**config.mk**
```make
export PLATFORM = sky130hd
export DESIGN_NAME = sfp_host_flat
export DESIGN_NICKNAME = d
export VERILOG_FILES = /design/src/hw/sfp_pkg.sv /design/src/hw/sfp_if.sv /design/src/hw/sfp_host.sv /design/src/flat_wrapper.sv
export VERILOG_INCLUDE_DIRS = /design/src /design/src/hw
export SDC_FILE = /design/constraint.sdc
export NUM_CORES = 1
export LEC_CHECK = 0
export ABC_AREA = 1
export BUFFER_PORTS_ARGS = -buffer_cell sky130_fd_sc_hd__buf_2
export CAP_MARGIN = 0
export CORE_ASPECT_RATIO = 1.25
export CORE_MARGIN = 2
export CORE_UTILIZATION = 54
export DETAILED_ROUTE_END_ITERATION = 8
export PLACE_DENSITY = 0.81
export SYNTH_ARGS = -nofsm -noshare
export SYNTH_HDL_FRONTEND = slang
export SYNTH_SLANG_ARGS = --single-unit
```
**constraint.sdc**
```tcl
create_clock -name mclk_i -period 1.66 [get_ports mclk_i]
set_clock_uncertainty 0.15 [all_clocks]
set_input_delay 0.249 -clock mclk_i [delete_from_list [all_inputs] [get_ports mclk_i]]
set_output_delay 0.249 -clock mclk_i [all_outputs]
set_load 0.01 [all_outputs]
```
**src/hw/sfp_params.svh**
```systemverilog
`ifndef SFP_PARAMS_SVH
`define SFP_PARAMS_SVH
// Power-up waits in their own units
`define SFP_SUPPLY_TO_SELECT_WAIT_US 70
`define SFP_PROGRAM_ERASE_STARTUP_DELAY_MS 3
`define SFP_CLK_MHZ 200
// Cycle counts: least time rounds up, both are whole at 200 MHz
`define SFP_SUPPLY_TO_SELECT_WAIT_CYC (`SFP_SUPPLY_TO_SELECT_WAIT_US * `SFP_CLK_MHZ)
`define SFP_PROGRAM_ERASE_STARTUP_DELAY_CYC (`SFP_PROGRAM_ERASE_STARTUP_DELAY_MS * 1000 * `SFP_CLK_MHZ)
// Address field layout in 528-byte page mode
`define SFP_PAGE_BITS 12
`define SFP_BYTE_BITS 10
`define SFP_RSVD_BITS 2
`define SFP_ADDR_BITS 24
`define SFP_FRAME_BITS 32
`define SFP_SCLK_HALF 4
`endif

```
**src/hw/sfp_pkg.sv**
```systemverilog
package sfp_pkg;
	typedef enum logic [0:0] {
		SFP_MODE0 = 1'b0,
		SFP_MODE3 = 1'b1
	} sfp_mode_e;
	typedef enum logic [1:0] {
		SFP_H_PWRUP = 2'b00,
		SFP_H_IDLE  = 2'b01,
		SFP_H_SHIFT = 2'b10,
		SFP_H_DONE  = 2'b11
	} sfp_hstate_e;
endpackage : sfp_pkg

```
**src/hw/sfp_if.sv**
```systemverilog
`timescale 1ns/1ps
`default_nettype none
interface sfp_if;
	logic cs_n;
	logic sclk;
	logic si;
	logic so_o;
	logic so_oe;
	modport dev  (input cs_n, input sclk, input si, output so_o, output so_oe);
	modport host (output cs_n, output sclk, output si, input so_o, input so_oe);
endinterface : sfp_if
`default_nettype wire

```
**src/hw/sfp_host.sv**
```systemverilog
`include "sfp_params.svh"
`timescale 1ns/1ps
`default_nettype none
module sfp_host #(
	parameter int unsigned SELECT_WAIT_CYC = `SFP_SUPPLY_TO_SELECT_WAIT_CYC,
	parameter int unsigned PE_DELAY_CYC    = `SFP_PROGRAM_ERASE_STARTUP_DELAY_CYC
) (
	sfp_if.host                         lnk,
	input  wire logic                   mclk_i,
	input  wire logic                   sys_rst_i,
	input  wire logic                   start_i,
	input  wire logic                   prog_erase_i,
	input  wire logic                   mode3_i,
	input  wire logic [7:0]             opcode_i,
	input  wire logic [`SFP_PAGE_BITS-1:0] page_addr_i,
	input  wire logic [`SFP_BYTE_BITS-1:0] byte_addr_i,
	output logic                        ready_o,
	output logic                        done_o
);
	typedef struct packed {
		sfp_pkg::sfp_hstate_e           state;
		logic [31:0]                    wait_cnt;
		logic                           pe_ok;
		logic [`SFP_FRAME_BITS-1:0]     sh;
		logic [5:0]                     bits;
		logic [2:0]                     half;
		logic                           cs_n;
		logic                           sclk;
		logic                           mode3;
		logic                           done;
	} sfp_host_s;
	sfp_host_s st_r, st_nxt;
	logic may_go;
	always_comb begin
		st_nxt = st_r;
		st_nxt.done = 1'b0;
		if (st_r.wait_cnt != 32'hffffffff)
			st_nxt.wait_cnt = st_r.wait_cnt + 32'h1;
		if (st_r.wait_cnt >= PE_DELAY_CYC)
			st_nxt.pe_ok = 1'b1;
		may_go = start_i && (!prog_erase_i || st_r.pe_ok);
		case (st_r.state)
			sfp_pkg::SFP_H_PWRUP: begin
				if (st_r.wait_cnt >= SELECT_WAIT_CYC)
					st_nxt.state = sfp_pkg::SFP_H_IDLE;
			end
			sfp_pkg::SFP_H_IDLE: begin
				if (may_go) begin
					st_nxt.sclk  = mode3_i;
					st_nxt.mode3 = mode3_i;
					st_nxt.cs_n  = 1'b0;
					st_nxt.sh    = {opcode_i, `SFP_RSVD_BITS'(0), page_addr_i, byte_addr_i};
					st_nxt.bits  = '0;
					st_nxt.half  = '0;
					st_nxt.state = sfp_pkg::SFP_H_SHIFT;
				end
			end
			sfp_pkg::SFP_H_SHIFT: begin
				st_nxt.half = st_r.half + 3'd1;
				if (st_r.half == 3'(`SFP_SCLK_HALF - 1)) begin
					st_nxt.half = '0;
					st_nxt.sclk = ~st_r.sclk;
					if (!st_r.sclk) begin
						st_nxt.bits = st_r.bits + 6'd1;
					end else if (st_r.bits != 6'd0) begin
						// Leading mode 3 fall keeps the first bit
						st_nxt.sh = {st_r.sh[`SFP_FRAME_BITS-2:0], 1'b0};
					end
					if (st_r.bits == 6'(`SFP_FRAME_BITS)) begin
						st_nxt.sclk  = st_r.mode3;
						st_nxt.state = sfp_pkg::SFP_H_DONE;
					end
				end
			end
			default: begin
				st_nxt.cs_n  = 1'b1;
				st_nxt.done  = 1'b1;
				st_nxt.state = sfp_pkg::SFP_H_IDLE;
			end
		endcase
		if (sys_rst_i) begin
			st_nxt       = '0;
			st_nxt.state = sfp_pkg::SFP_H_PWRUP;
			st_nxt.cs_n  = 1'b1;
			st_nxt.sclk  = 1'b1;
			st_nxt.mode3 = 1'b1;
		end
	end
	always_ff @(posedge mclk_i) begin
		st_r <= st_nxt;
	end
	assign lnk.cs_n = st_r.cs_n;
	assign lnk.sclk = st_r.sclk;
	assign lnk.si   = st_r.sh[`SFP_FRAME_BITS-1];
	assign ready_o  = (st_r.state == sfp_pkg::SFP_H_IDLE);
	assign done_o   = st_r.done;
endmodule : sfp_host
`default_nettype wire

```
**src/flat_wrapper.sv**
```systemverilog
// flat-port wrapper written by rule: the top's interface ports become plain ports
module sfp_host_flat 
#(
	parameter int unsigned SELECT_WAIT_CYC = `SFP_SUPPLY_TO_SELECT_WAIT_CYC,
	parameter int unsigned PE_DELAY_CYC    = `SFP_PROGRAM_ERASE_STARTUP_DELAY_CYC
)
  (mclk_i, sys_rst_i, start_i, prog_erase_i, mode3_i, opcode_i, page_addr_i, byte_addr_i, ready_o, done_o, lnk_cs_n, lnk_sclk, lnk_si, lnk_so_o, lnk_so_oe);
  sfp_if lnk_i ();
  input  wire logic mclk_i;
  input  wire logic sys_rst_i;
  input  wire logic start_i;
  input  wire logic prog_erase_i;
  input  wire logic mode3_i;
  input  wire logic [7:0] opcode_i;
  input  wire logic [`SFP_PAGE_BITS-1:0] page_addr_i;
  input  wire logic [`SFP_BYTE_BITS-1:0] byte_addr_i;
  output logic ready_o;
  output logic done_o;
  output wire logic [$bits(lnk_i.cs_n)-1:0] lnk_cs_n;
  output wire logic [$bits(lnk_i.sclk)-1:0] lnk_sclk;
  output wire logic [$bits(lnk_i.si)-1:0] lnk_si;
  input wire logic [$bits(lnk_i.so_o)-1:0] lnk_so_o;
  input wire logic [$bits(lnk_i.so_oe)-1:0] lnk_so_oe;
  assign lnk_cs_n = lnk_i.cs_n;
  assign lnk_sclk = lnk_i.sclk;
  assign lnk_si = lnk_i.si;
  assign lnk_i.so_o = lnk_so_o;
  assign lnk_i.so_oe = lnk_so_oe;
  sfp_host #(.SELECT_WAIT_CYC(SELECT_WAIT_CYC), .PE_DELAY_CYC(PE_DELAY_CYC)) u_core (.lnk(lnk_i), .mclk_i(mclk_i), .sys_rst_i(sys_rst_i), .start_i(start_i), .prog_erase_i(prog_erase_i), .mode3_i(mode3_i), .opcode_i(opcode_i), .page_addr_i(page_addr_i), .byte_addr_i(byte_addr_i), .ready_o(ready_o), .done_o(done_o));
endmodule
```
### Word-level counts from Yosys, hierarchy flattened

Cells that the tools add are included.
Widths: inputs -> output; s select.

* register bits after elaboration: 80
* bits of input ports: 37
* output and inout port bits: 5
* logic and storage cells: 60

* add/subtract/negate cells: 3
* magnitude comparators: 2
* eq/ne operators: 12
* mux-type cells: 16
* bitwise operators: 2
* reduce and logical (&&, ||, !) cells: 15

Operator list (count)
* $pmux 41 s2: 1
* $mux 32: 2
* $mux 44: 1
* $mux 41: 1
* $add 32x1->32 const B: 1
* $ge 32x14->1 const B: 1
* $ge 32x20->1 const B: 1
* $ne 32x32->1 const B: 1
* $ne 2x1->1 const B: 6
* $mux 2: 4
* $reduce_and 4->1: 2
* $add 6x1->6 const B: 1
* $eq 6x6->1 const B: 1
* $mux 6: 1
* $pmux 2 s3: 1
* $reduce_and 2->1: 3
* $reduce_bool 6->1: 1
* $reduce_and 5->1: 1
* $pmux 1 s2: 2
* $add 3x1->3 const B: 1
* $eq 3x2->1 const B: 1
* $mux 1: 3
* $reduce_and 3->1: 1
* $reduce_or 3->1: 1
* other kinds (10): 11

### Logic depth before layout (Yosys ltp)

Gate-level depths: netlist of run 1.

* depth after elaboration: 5
* mapped depth: 12
* gate-level depth less buffers: 10

### Worst setup path after synthesis of run 1

No wires, ideal clock.

* kind: flip-flop to flip-flop
* from: register u_core.st_r[78] (netlist bit)
* to: register u_core.st_r[12] (netlist bit)
* library setup time: 113 ps
* data arrival time: 1445 ps
* required time: 1397 ps
* slack: -47 ps
* stages on the path, launching flop included: 13
* path buffers: 2
* clock period less this slack: 1707 ps
* path through: dfxtp_1 > inv_1 > ha_1 > buf_4 > inv_2 > nor2_2 > buf_4 > inv_2 > nand4_1 > nand2_1 > inv_1 > nand2_1 > nor2_1

* longest elaborated chain between the ends: 3
* elaborated cells on any way between the ends: 8
* those cells by class: eq/ne (5); mux (1); reduce/logical (2)

RTL lines
* start: declaration: RTL line sfp_host.sv:32 `sfp_host_s st_r, st_nxt;`
* start signal: assignment: RTL line sfp_host.sv:90 `st_r <= st_nxt;`
* $eq 2x2->1 or $eq 2x1->1 (tied branches): RTL line sfp_host.sv:42 `case (st_r.state)`
* $ne 2x2->1 (no line) (tied with other cells)
* $reduce_and 4->1 (no line)

Several ways; a longest one is shown, not always the timed one.
A chain may end at the register's enable or synchronous reset.

### Worst setup path in the final report of run 1

* from: register u_core.st_r[79] (netlist bit)
* to: register u_core.st_r[34] (netlist bit)

* longest elaborated chain between the ends: 3
* elaborated cells on any way between the ends: 9
* those cells by class: eq/ne (6); mux (1); reduce/logical (2)

RTL lines (RTL line)
* $eq 2x2->1 or $eq 2x1->1 (tied branches): sfp_host.sv:42
* $ne 2x1->1 (no line) or $reduce_bool 2->1 (tied branches)
* $reduce_and 5->1 (no line)

Several ways; a longest one is shown, not always the timed one.

==> metrics.csv, run 1 <==
metric,value,unit
worst min path class,input port to register,
Antenna Cells,0,
die height,106.8,um
Power Density,1179,nW/um^2
RSZ-0062 raised after global routing,yes,
Max VDD drop,1.102,mV
WP buf/inv,4,
headroom to the max-slew limit,0.6520,
post-synthesis compound-gate area fraction,0.08283,
nets,876,
clock latency on the worst-skew pair,370,ps
leak pwr,0.002853,uW
Worst path top cell family by delay,simple AND/OR/NAND/NOR gates,
Post-Syn Area,4562,sq um
final instance area,6256,sq um
"Clk pin slew, worst setup/hold paths",90,ps
post-route ant nets,0,
Worst Path Arrival,1890,ps
Detailed Place HPWL,8331,um
WHS Path Cells,3,
syn_nets,772,
core area,8240,sq um
main combinational cell family by area after synthesis,simple AND/OR/NAND/NOR gates,
WS Path Type,register to register,
pre-CTS WS,-116.1,ps
clk buf depth,2,
CP max FO,8,
Post-Synth Simple-Gate Area,0.4430,
die width,86.21,um
port bufs,39,
Final Hold Fails,0,
initial antenna violation count,0,
Slew Limit Fails,0,
Starting Density,0.5536,
Worst Max-Slew Pin Slew,522.0,ps
Final min period,1768,ps
number of vias per cell,5.664,
crit share post-route,1.065,
Post-DP Area,5190,sq um
Synth Register Bits,80,
TritonCTS clock tree,done,
Worst R2R Path Depth,10,
Worst Setup End Kind,register,
Critical Path Most Common Cell,nor2_1,
setup slack after layout,-108.4,ps
synth unique cells,31,
Post-Layout Cell Count,931,
routability congestion estimate,0.9525,
CTS H-tree lvls,3,
crit-path cells,buf_6 -> ha_4 -> nand2_1 -> nand3_4 -> inv_4 -> nand2_8 -> clkinv_8 -> clkbuf_16 -> nor2_1 -> nor2_1,
clock root cell,clkbuf_8,
Slowest cell on crit path,dfxtp_2,
XOR/XNOR Fraction of Synth Area,0.007680,
Worst path max stage delay,370,ps
DRC Markers,0,
status,"finished, violations left",
"Seq/Total Area, Yosys",0.3511,
global-route wire length before repair,20710,um
Cells after Synth,725,
Vias,5273,
vias in the first global route,4745,
total congestion overflow,0,
maxcap violations,0,
Yosys warning total,0,
failing checks,setup timing,
CTS Hold Bufs,0,
drt wl/cell,15.87,um
placed cell count,891,
reg2reg start,u_core.st_r[79],
drt first pass iters,5,
WL final,14770,um
clk sinks,80,
syn avg cell area,6.292,sq um
largest net degree at the start of global routing,46,
IO Count,42,
critical path depth,10,
Rows,37,
Global Route Usage Sum,0.2805,
multiplexer share of the synthesized area,0,
Iter 0 DRT Violations,468,
CP required,1780,ps
fmax,565.5,MHz
Synth Area in Adders,0.02743,
area growth from synthesis to layout,37.14,%
hold_sp,byte_addr_i[0],
startpoint class of the critical path,register,
share of cells above drive strength 1,0.3321,
FILL cells,551,
TritonCTS Buffers,9,
final setup fails,35,
crit path from,u_core.st_r[79],
die area,9204,sq um
[tightest hold or removal path: stages]
cell and delay, ps:
buf_2 100, nand3_1 70, a21oi_1 60
[layout make-up]
| class | count | area [sq um] | area share |
|---|---|---|---|
| clock inverters | 5 | 80.08 | 0.01280 |
| well taps | 97 | 121.4 | 0.01940 |
| repair buffers | 117 | 1056 | 0.1688 |
| flip-flops and latches | 80 | 1630 | 0.2606 |
| clock buffers | 11 | 141.4 | 0.02260 |
| multi-input cells | 558 | 2973 | 0.4752 |
| inverters | 63 | 254.0 | 0.04060 |
[per-layer routing]
| metal | GRT usage | share of wire | vias up |
|---|---|---|---|
| met3 | 0.04388 | 0.059 | 86 |
| met2 | 0.4972 | 0.50 | 279 |
| met5 | 0 | 0 | - |
| met1 | 0.3172 | 0.37 | 2424 |
| met4 | 0.1540 | 0.068 | 0 |
| li1 | - | - | 2484 |
[metrics by stage]
step	power, uW	setup TNS, ps	hold WS, ps	utilization
2_1_floorplan	3746	-3.057	210.6	-
3_3_place_gp	4296	-1261	291.4	0.6298
3_5_place_dp	4400	-3314	304.3	0.6298
4_1_cts	6401	-433.9	10.57	0.6915
5_1_grt	7699	-5353	46.04	0.7592
6_report	7374	-2057	9.852	0.7592
[synthesized netlist by cell type]
cell | count | area share
buf_6 | 8 | 0.020
buf_1 | 1 | 0.00082
nor2_1 | 147 | 0.12
o211a_1 | 1 | 0.0022
inv_1 | 59 | 0.049
a31oi_1 | 8 | 0.011
nand4_1 | 7 | 0.0096
nand2_2 | 5 | 0.0069
nand3_1 | 31 | 0.034
or2_2 | 5 | 0.0069
buf_4 | 2 | 0.0033
dfxtp_1 | 80 | 0.35
nand3_2 | 11 | 0.024
xor2_1 | 2 | 0.0038
nor3b_1 | 1 | 0.0016
nor4_1 | 1 | 0.0014
clkbuf_2 | 1 | 0.0011
nor2_4 | 4 | 0.0099
a21oi_2 | 2 | 0.0038
nand3b_1 | 12 | 0.020
nor2_2 | 1 | 0.0014
buf_2 | 5 | 0.0055
ha_1 | 10 | 0.027
xnor2_1 | 2 | 0.0038
a21oi_1 | 16 | 0.018
inv_2 | 4 | 0.0033
nand2_4 | 1 | 0.0025
nand2_1 | 244 | 0.20
o21ai_0 | 44 | 0.048
clkbuf_1 | 7 | 0.0058
nor3_1 | 3 | 0.0033
[cells by family (layout without fill, tap and decap cells)]
family	Yosys count	count (layout)
flip-flops	80	80
buffers and inverters	87	196
AO/OA/AOI/OAI	71	71
AND/OR/NAND/NOR	473	473
adder cells (fa/ha/maj)	10	10
XOR/XNOR	4	4
[placed cells by master (no fill, tap or decap), types with 4 or more instances in the layout]
| cell type | count |
|---|---|
| nand2_1 | 224 |
| nor2_1 | 111 |
| dfxtp_1 | 61 |
| inv_1 | 53 |
| buf_4 | 53 |
| buf_2 | 38 |
| nor2_2 | 29 |
| o21ai_1 | 27 |
| nand2_2 | 20 |
| nand3_1 | 20 |
| nand3_2 | 20 |
| dfxtp_2 | 17 |
| a21oi_1 | 15 |
| nor2_4 | 12 |
| nand3b_1 | 12 |
| buf_6 | 12 |
| clkbuf_8 | 10 |
| o21ai_0 | 9 |
| o21ai_2 | 8 |
| inv_2 | 7 |
| nand4_1 | 7 |
| clkbuf_16 | 6 |
| nand2_4 | 5 |
| buf_12 | 5 |
| or2_2 | 4 |
| a31oi_1 | 4 |
| ha_1 | 4 |
| ha_4 | 4 |
[flip-flops by register name, summed over array words and instances, names as in the netlist]
name	flops
u_core.lnk.sclk	1
u_core.st_r	76
u_core.lnk.si	1
u_core.lnk.cs_n	1
u_core.done_o	1
[path summary, 6_finish.rpt]
path	to	slack, ps
setup reg to reg	u_core.st_r[34]	-110
hold / removal	u_core.st_r[13]	10
setup / recovery	u_core.st_r[34]	-110
hold reg to reg	u_core.lnk.cs_n	330
[power breakdown]
part / switching, uW / leakage (uW) / internal [uW]
registers: 166 / 0.000660 / 2180
clock network: 766 / 0.000106 / 886
logic: 1790 / 0.00209 / 1580
[timing repair]
item                                    CTS  global route
resized for setup                        49           140
endpoints found under the setup margin   67            72
pin swaps                                 4            37
cloned                                    4             7
buffers inserted                          6             9
(Power assumes the default switching activity.)
==> inputs of run 2 (changes only) <==
Settings changed: ABC_AREA 1 to unset, CORE_UTILIZATION 54 to 53.
==> run 2 against run 1 <==
- the flow still finishes with violations (setup timing)
- first-iteration DRC count up 3.8%
- clock-buffer cell count down 2
- utilization up 9.4 points
- synthesized cell count down 36%
- fmax down 24%
- total power down 25%
- sequential share of layout area up 0.22 points
- hold slack better by 24 ps
- die area down 11%
==> metrics.csv, run 2 <==
metric,value,unit
Post-Syn Area,3976,sq um
crit-path cells,inv_2 -> ha_4 -> or4b_4 -> buf_6 -> o2111ai_4 -> a221oi_4 -> clkbuf_16 -> a211oi_2,
largest net degree at the start of global routing,51,
setup slack after layout,-655.2,ps
post-layout util,0.8536,
CTS H-tree lvls,3,
Worst path max stage delay,480,ps
drt wl/cell,23.84,um
"Seq/Total Area, Yosys",0.4028,
Cells after Synth,464,
Global Route Usage Sum,0.3260,
WS Path Type,register to register,
Worst Path Arrival,2440,ps
FILL cells,317,
Rows,35,
Antenna Cells,0,
"most common cell after layout, fill and taps aside",buf_4,
Slowest cell on crit path,or4b_4,
ys async rst share,0,
total congestion overflow,0,
TritonCTS Buffers,9,
Final Hold Fails,0,
final setup fails,78,
routability congestion estimate,0.8019,
die width,81.47,um
Final min period,2315,ps
crit share post-route,1.395,
drt first pass iters,5,
pre-CTS WS,-545.1,ps
port bufs,39,
share of cells above drive strength 1,0.5465,
RSZ-0062 raised after global routing,yes,
Max VDD drop,0.7539,mV
die area,8215,sq um
"Clk pin slew, worst setup/hold paths",100,ps
clk buf depth,2,
vias in the first global route,4432,
failing checks,setup timing,
top-count cell post-synth,dfxtp_1,
Starting Density,0.5437,
syn avg cell area,8.570,sq um
Worst Max-Slew Pin Slew,452.6,ps
clk sinks,80,
Yosys warning total,0,
status,"finished, violations left",
Multi-input gate area,2868,sq um
placed cell count,664,
Commonest cells post-synth,"dfxtp_1 (80), nor2_1 (63), a22oi_1 (30), a211oi_1 (29), clkbuf_1 (25)",
clock latency on the worst-skew pair,380,ps
Iter 0 DRT Violations,486,
Post-synth EDFFs,0,
top post-synthesis cells by area,"dfxtp_1 (40%), nor2_1 (5.9%), a22oi_1 (5.7%), a211oi_1 (5.5%), ha_1 (3.1%)",
leak pwr,0.002367,uW
number of vias per cell,6.789,
synth unique cells,57,
post-synth top area cell,dfxtp_1,
syn_nets,511,
Post-DP Area,5084,sq um
Vias,4861,
die height,100.8,um
Biggest register,u_core.st_r,
Post-synth top flop,dfxtp_1,
Post-Layout Cell Count,716,
core area,7313,sq um
TritonCTS clock tree,done,
clock root cell,clkbuf_8,
final instance area,6242,sq um
most frequent cells in the layout,"buf_4 (106), dfxtp_1 (57), nor2_1 (40)",
Slew Limit Fails,0,
worst min path class,input port to register,
maxcap violations,0,
Worst Setup End Kind,register,
WL final,17070,um
initial antenna violation count,0,
WP buf/inv,3,
fmax,431.9,MHz
nets,666,
global-route wire length before repair,20660,um
startpoint class of the critical path,register,
Synth Register Bits,80,
area growth from synthesis to layout,56.99,%
IO Count,42,
CP required,1790,ps
CP max FO,25,
WHS,33.87,ps
max reg flops,76,
Yosys top cell area share,0.4028,
Power Density,880.2,nW/um^2
DRC Markers,0,
Seq. cell area,1640,sq um
headroom to the max-slew limit,0.6982,
post-route ant nets,0,
Worst path top cell family by delay,compound AO/OA/AOI/OAI gates,
Detailed Place HPWL,7113,um
-- run 2: final cells by class --
| type | instances | share of cell area |
|---|---|---|
| multi-input combinational | 338 | 0.4594 |
| sequential | 80 | 0.2628 |
| timing repair buffer | 174 | 0.2195 |
| clock buffer | 9 | 0.01984 |
| tap | 92 | 0.01844 |
| inverter | 16 | 0.01042 |
| clock inverter | 7 | 0.009621 |
-- run 2: worst reg2reg max path, cell delays in order (launching register included) --
cell,delay [ps]
dfxtp_2,340
inv_2,90
ha_4,130
or4b_4,490
buf_6,150
o2111ai_4,220
a221oi_4,150
clkbuf_16,240
a211oi_2,280
-- run 2: repair_timing --
| action | CTS | global route |
|---|---|---|
| endpoints found under the setup margin | 77 | 79 |
| resized for setup | 69 | 96 |
| pin swaps | 42 | 35 |
| buffers inserted | 22 | 12 |
| hold endpoints to repair | 1 | 0 |
| hold buffers | 1 | 0 |
| gates cloned | 2 | 1 |
-- run 2: final timing paths --
path         cells after the start       startpoint  slack, ps               to
max                              8   u_core.st_r[7]       -660  u_core.st_r[15]
min                              3   byte_addr_i[0]         30  u_core.st_r[13]
max reg2reg                      8   u_core.st_r[7]       -660  u_core.st_r[15]
min reg2reg                      2  u_core.st_r[34]        340  u_core.st_r[35]
-- run 2: power breakdown --
group,total (uW),internal (uW),leakage (uW),switching [uW]
clock network,1440,570,0.0000912,866
logic,1370,659,0.00162,709
registers,2690,2310,0.000659,378
-- run 2: cell families after synthesis --
kind of cell,Yosys count,synth area share
XOR/XNOR,10,0.02203
AO/OA/AOI/OAI,132,0.2319
buffers and inverters,46,0.04783
flip-flops,80,0.4028
multiplexers,6,0.01699
AND/OR/NAND/NOR,180,0.2470
adder cells (fa/ha/maj),10,0.03147
-- run 2: metal layers --
layer  GRT usage  wire, um  vias to the layer above
met2      0.5820      8377                      364
met5           0         0                        -
met3     0.07885      1526                      150
met4      0.1969      1384                        0
li1            -         -                     2033
met1      0.3359      5782                     2314
-- run 2: stage by stage --
step | total power [uW] | TNS, ps
final | 5494 | -32790
after global routing | 5672 | -37320
after CTS | 4916 | -23810
after detailed placement | 3389 | -21360
after global placement | 3314 | -18550
after floorplan | 3088 | -14720
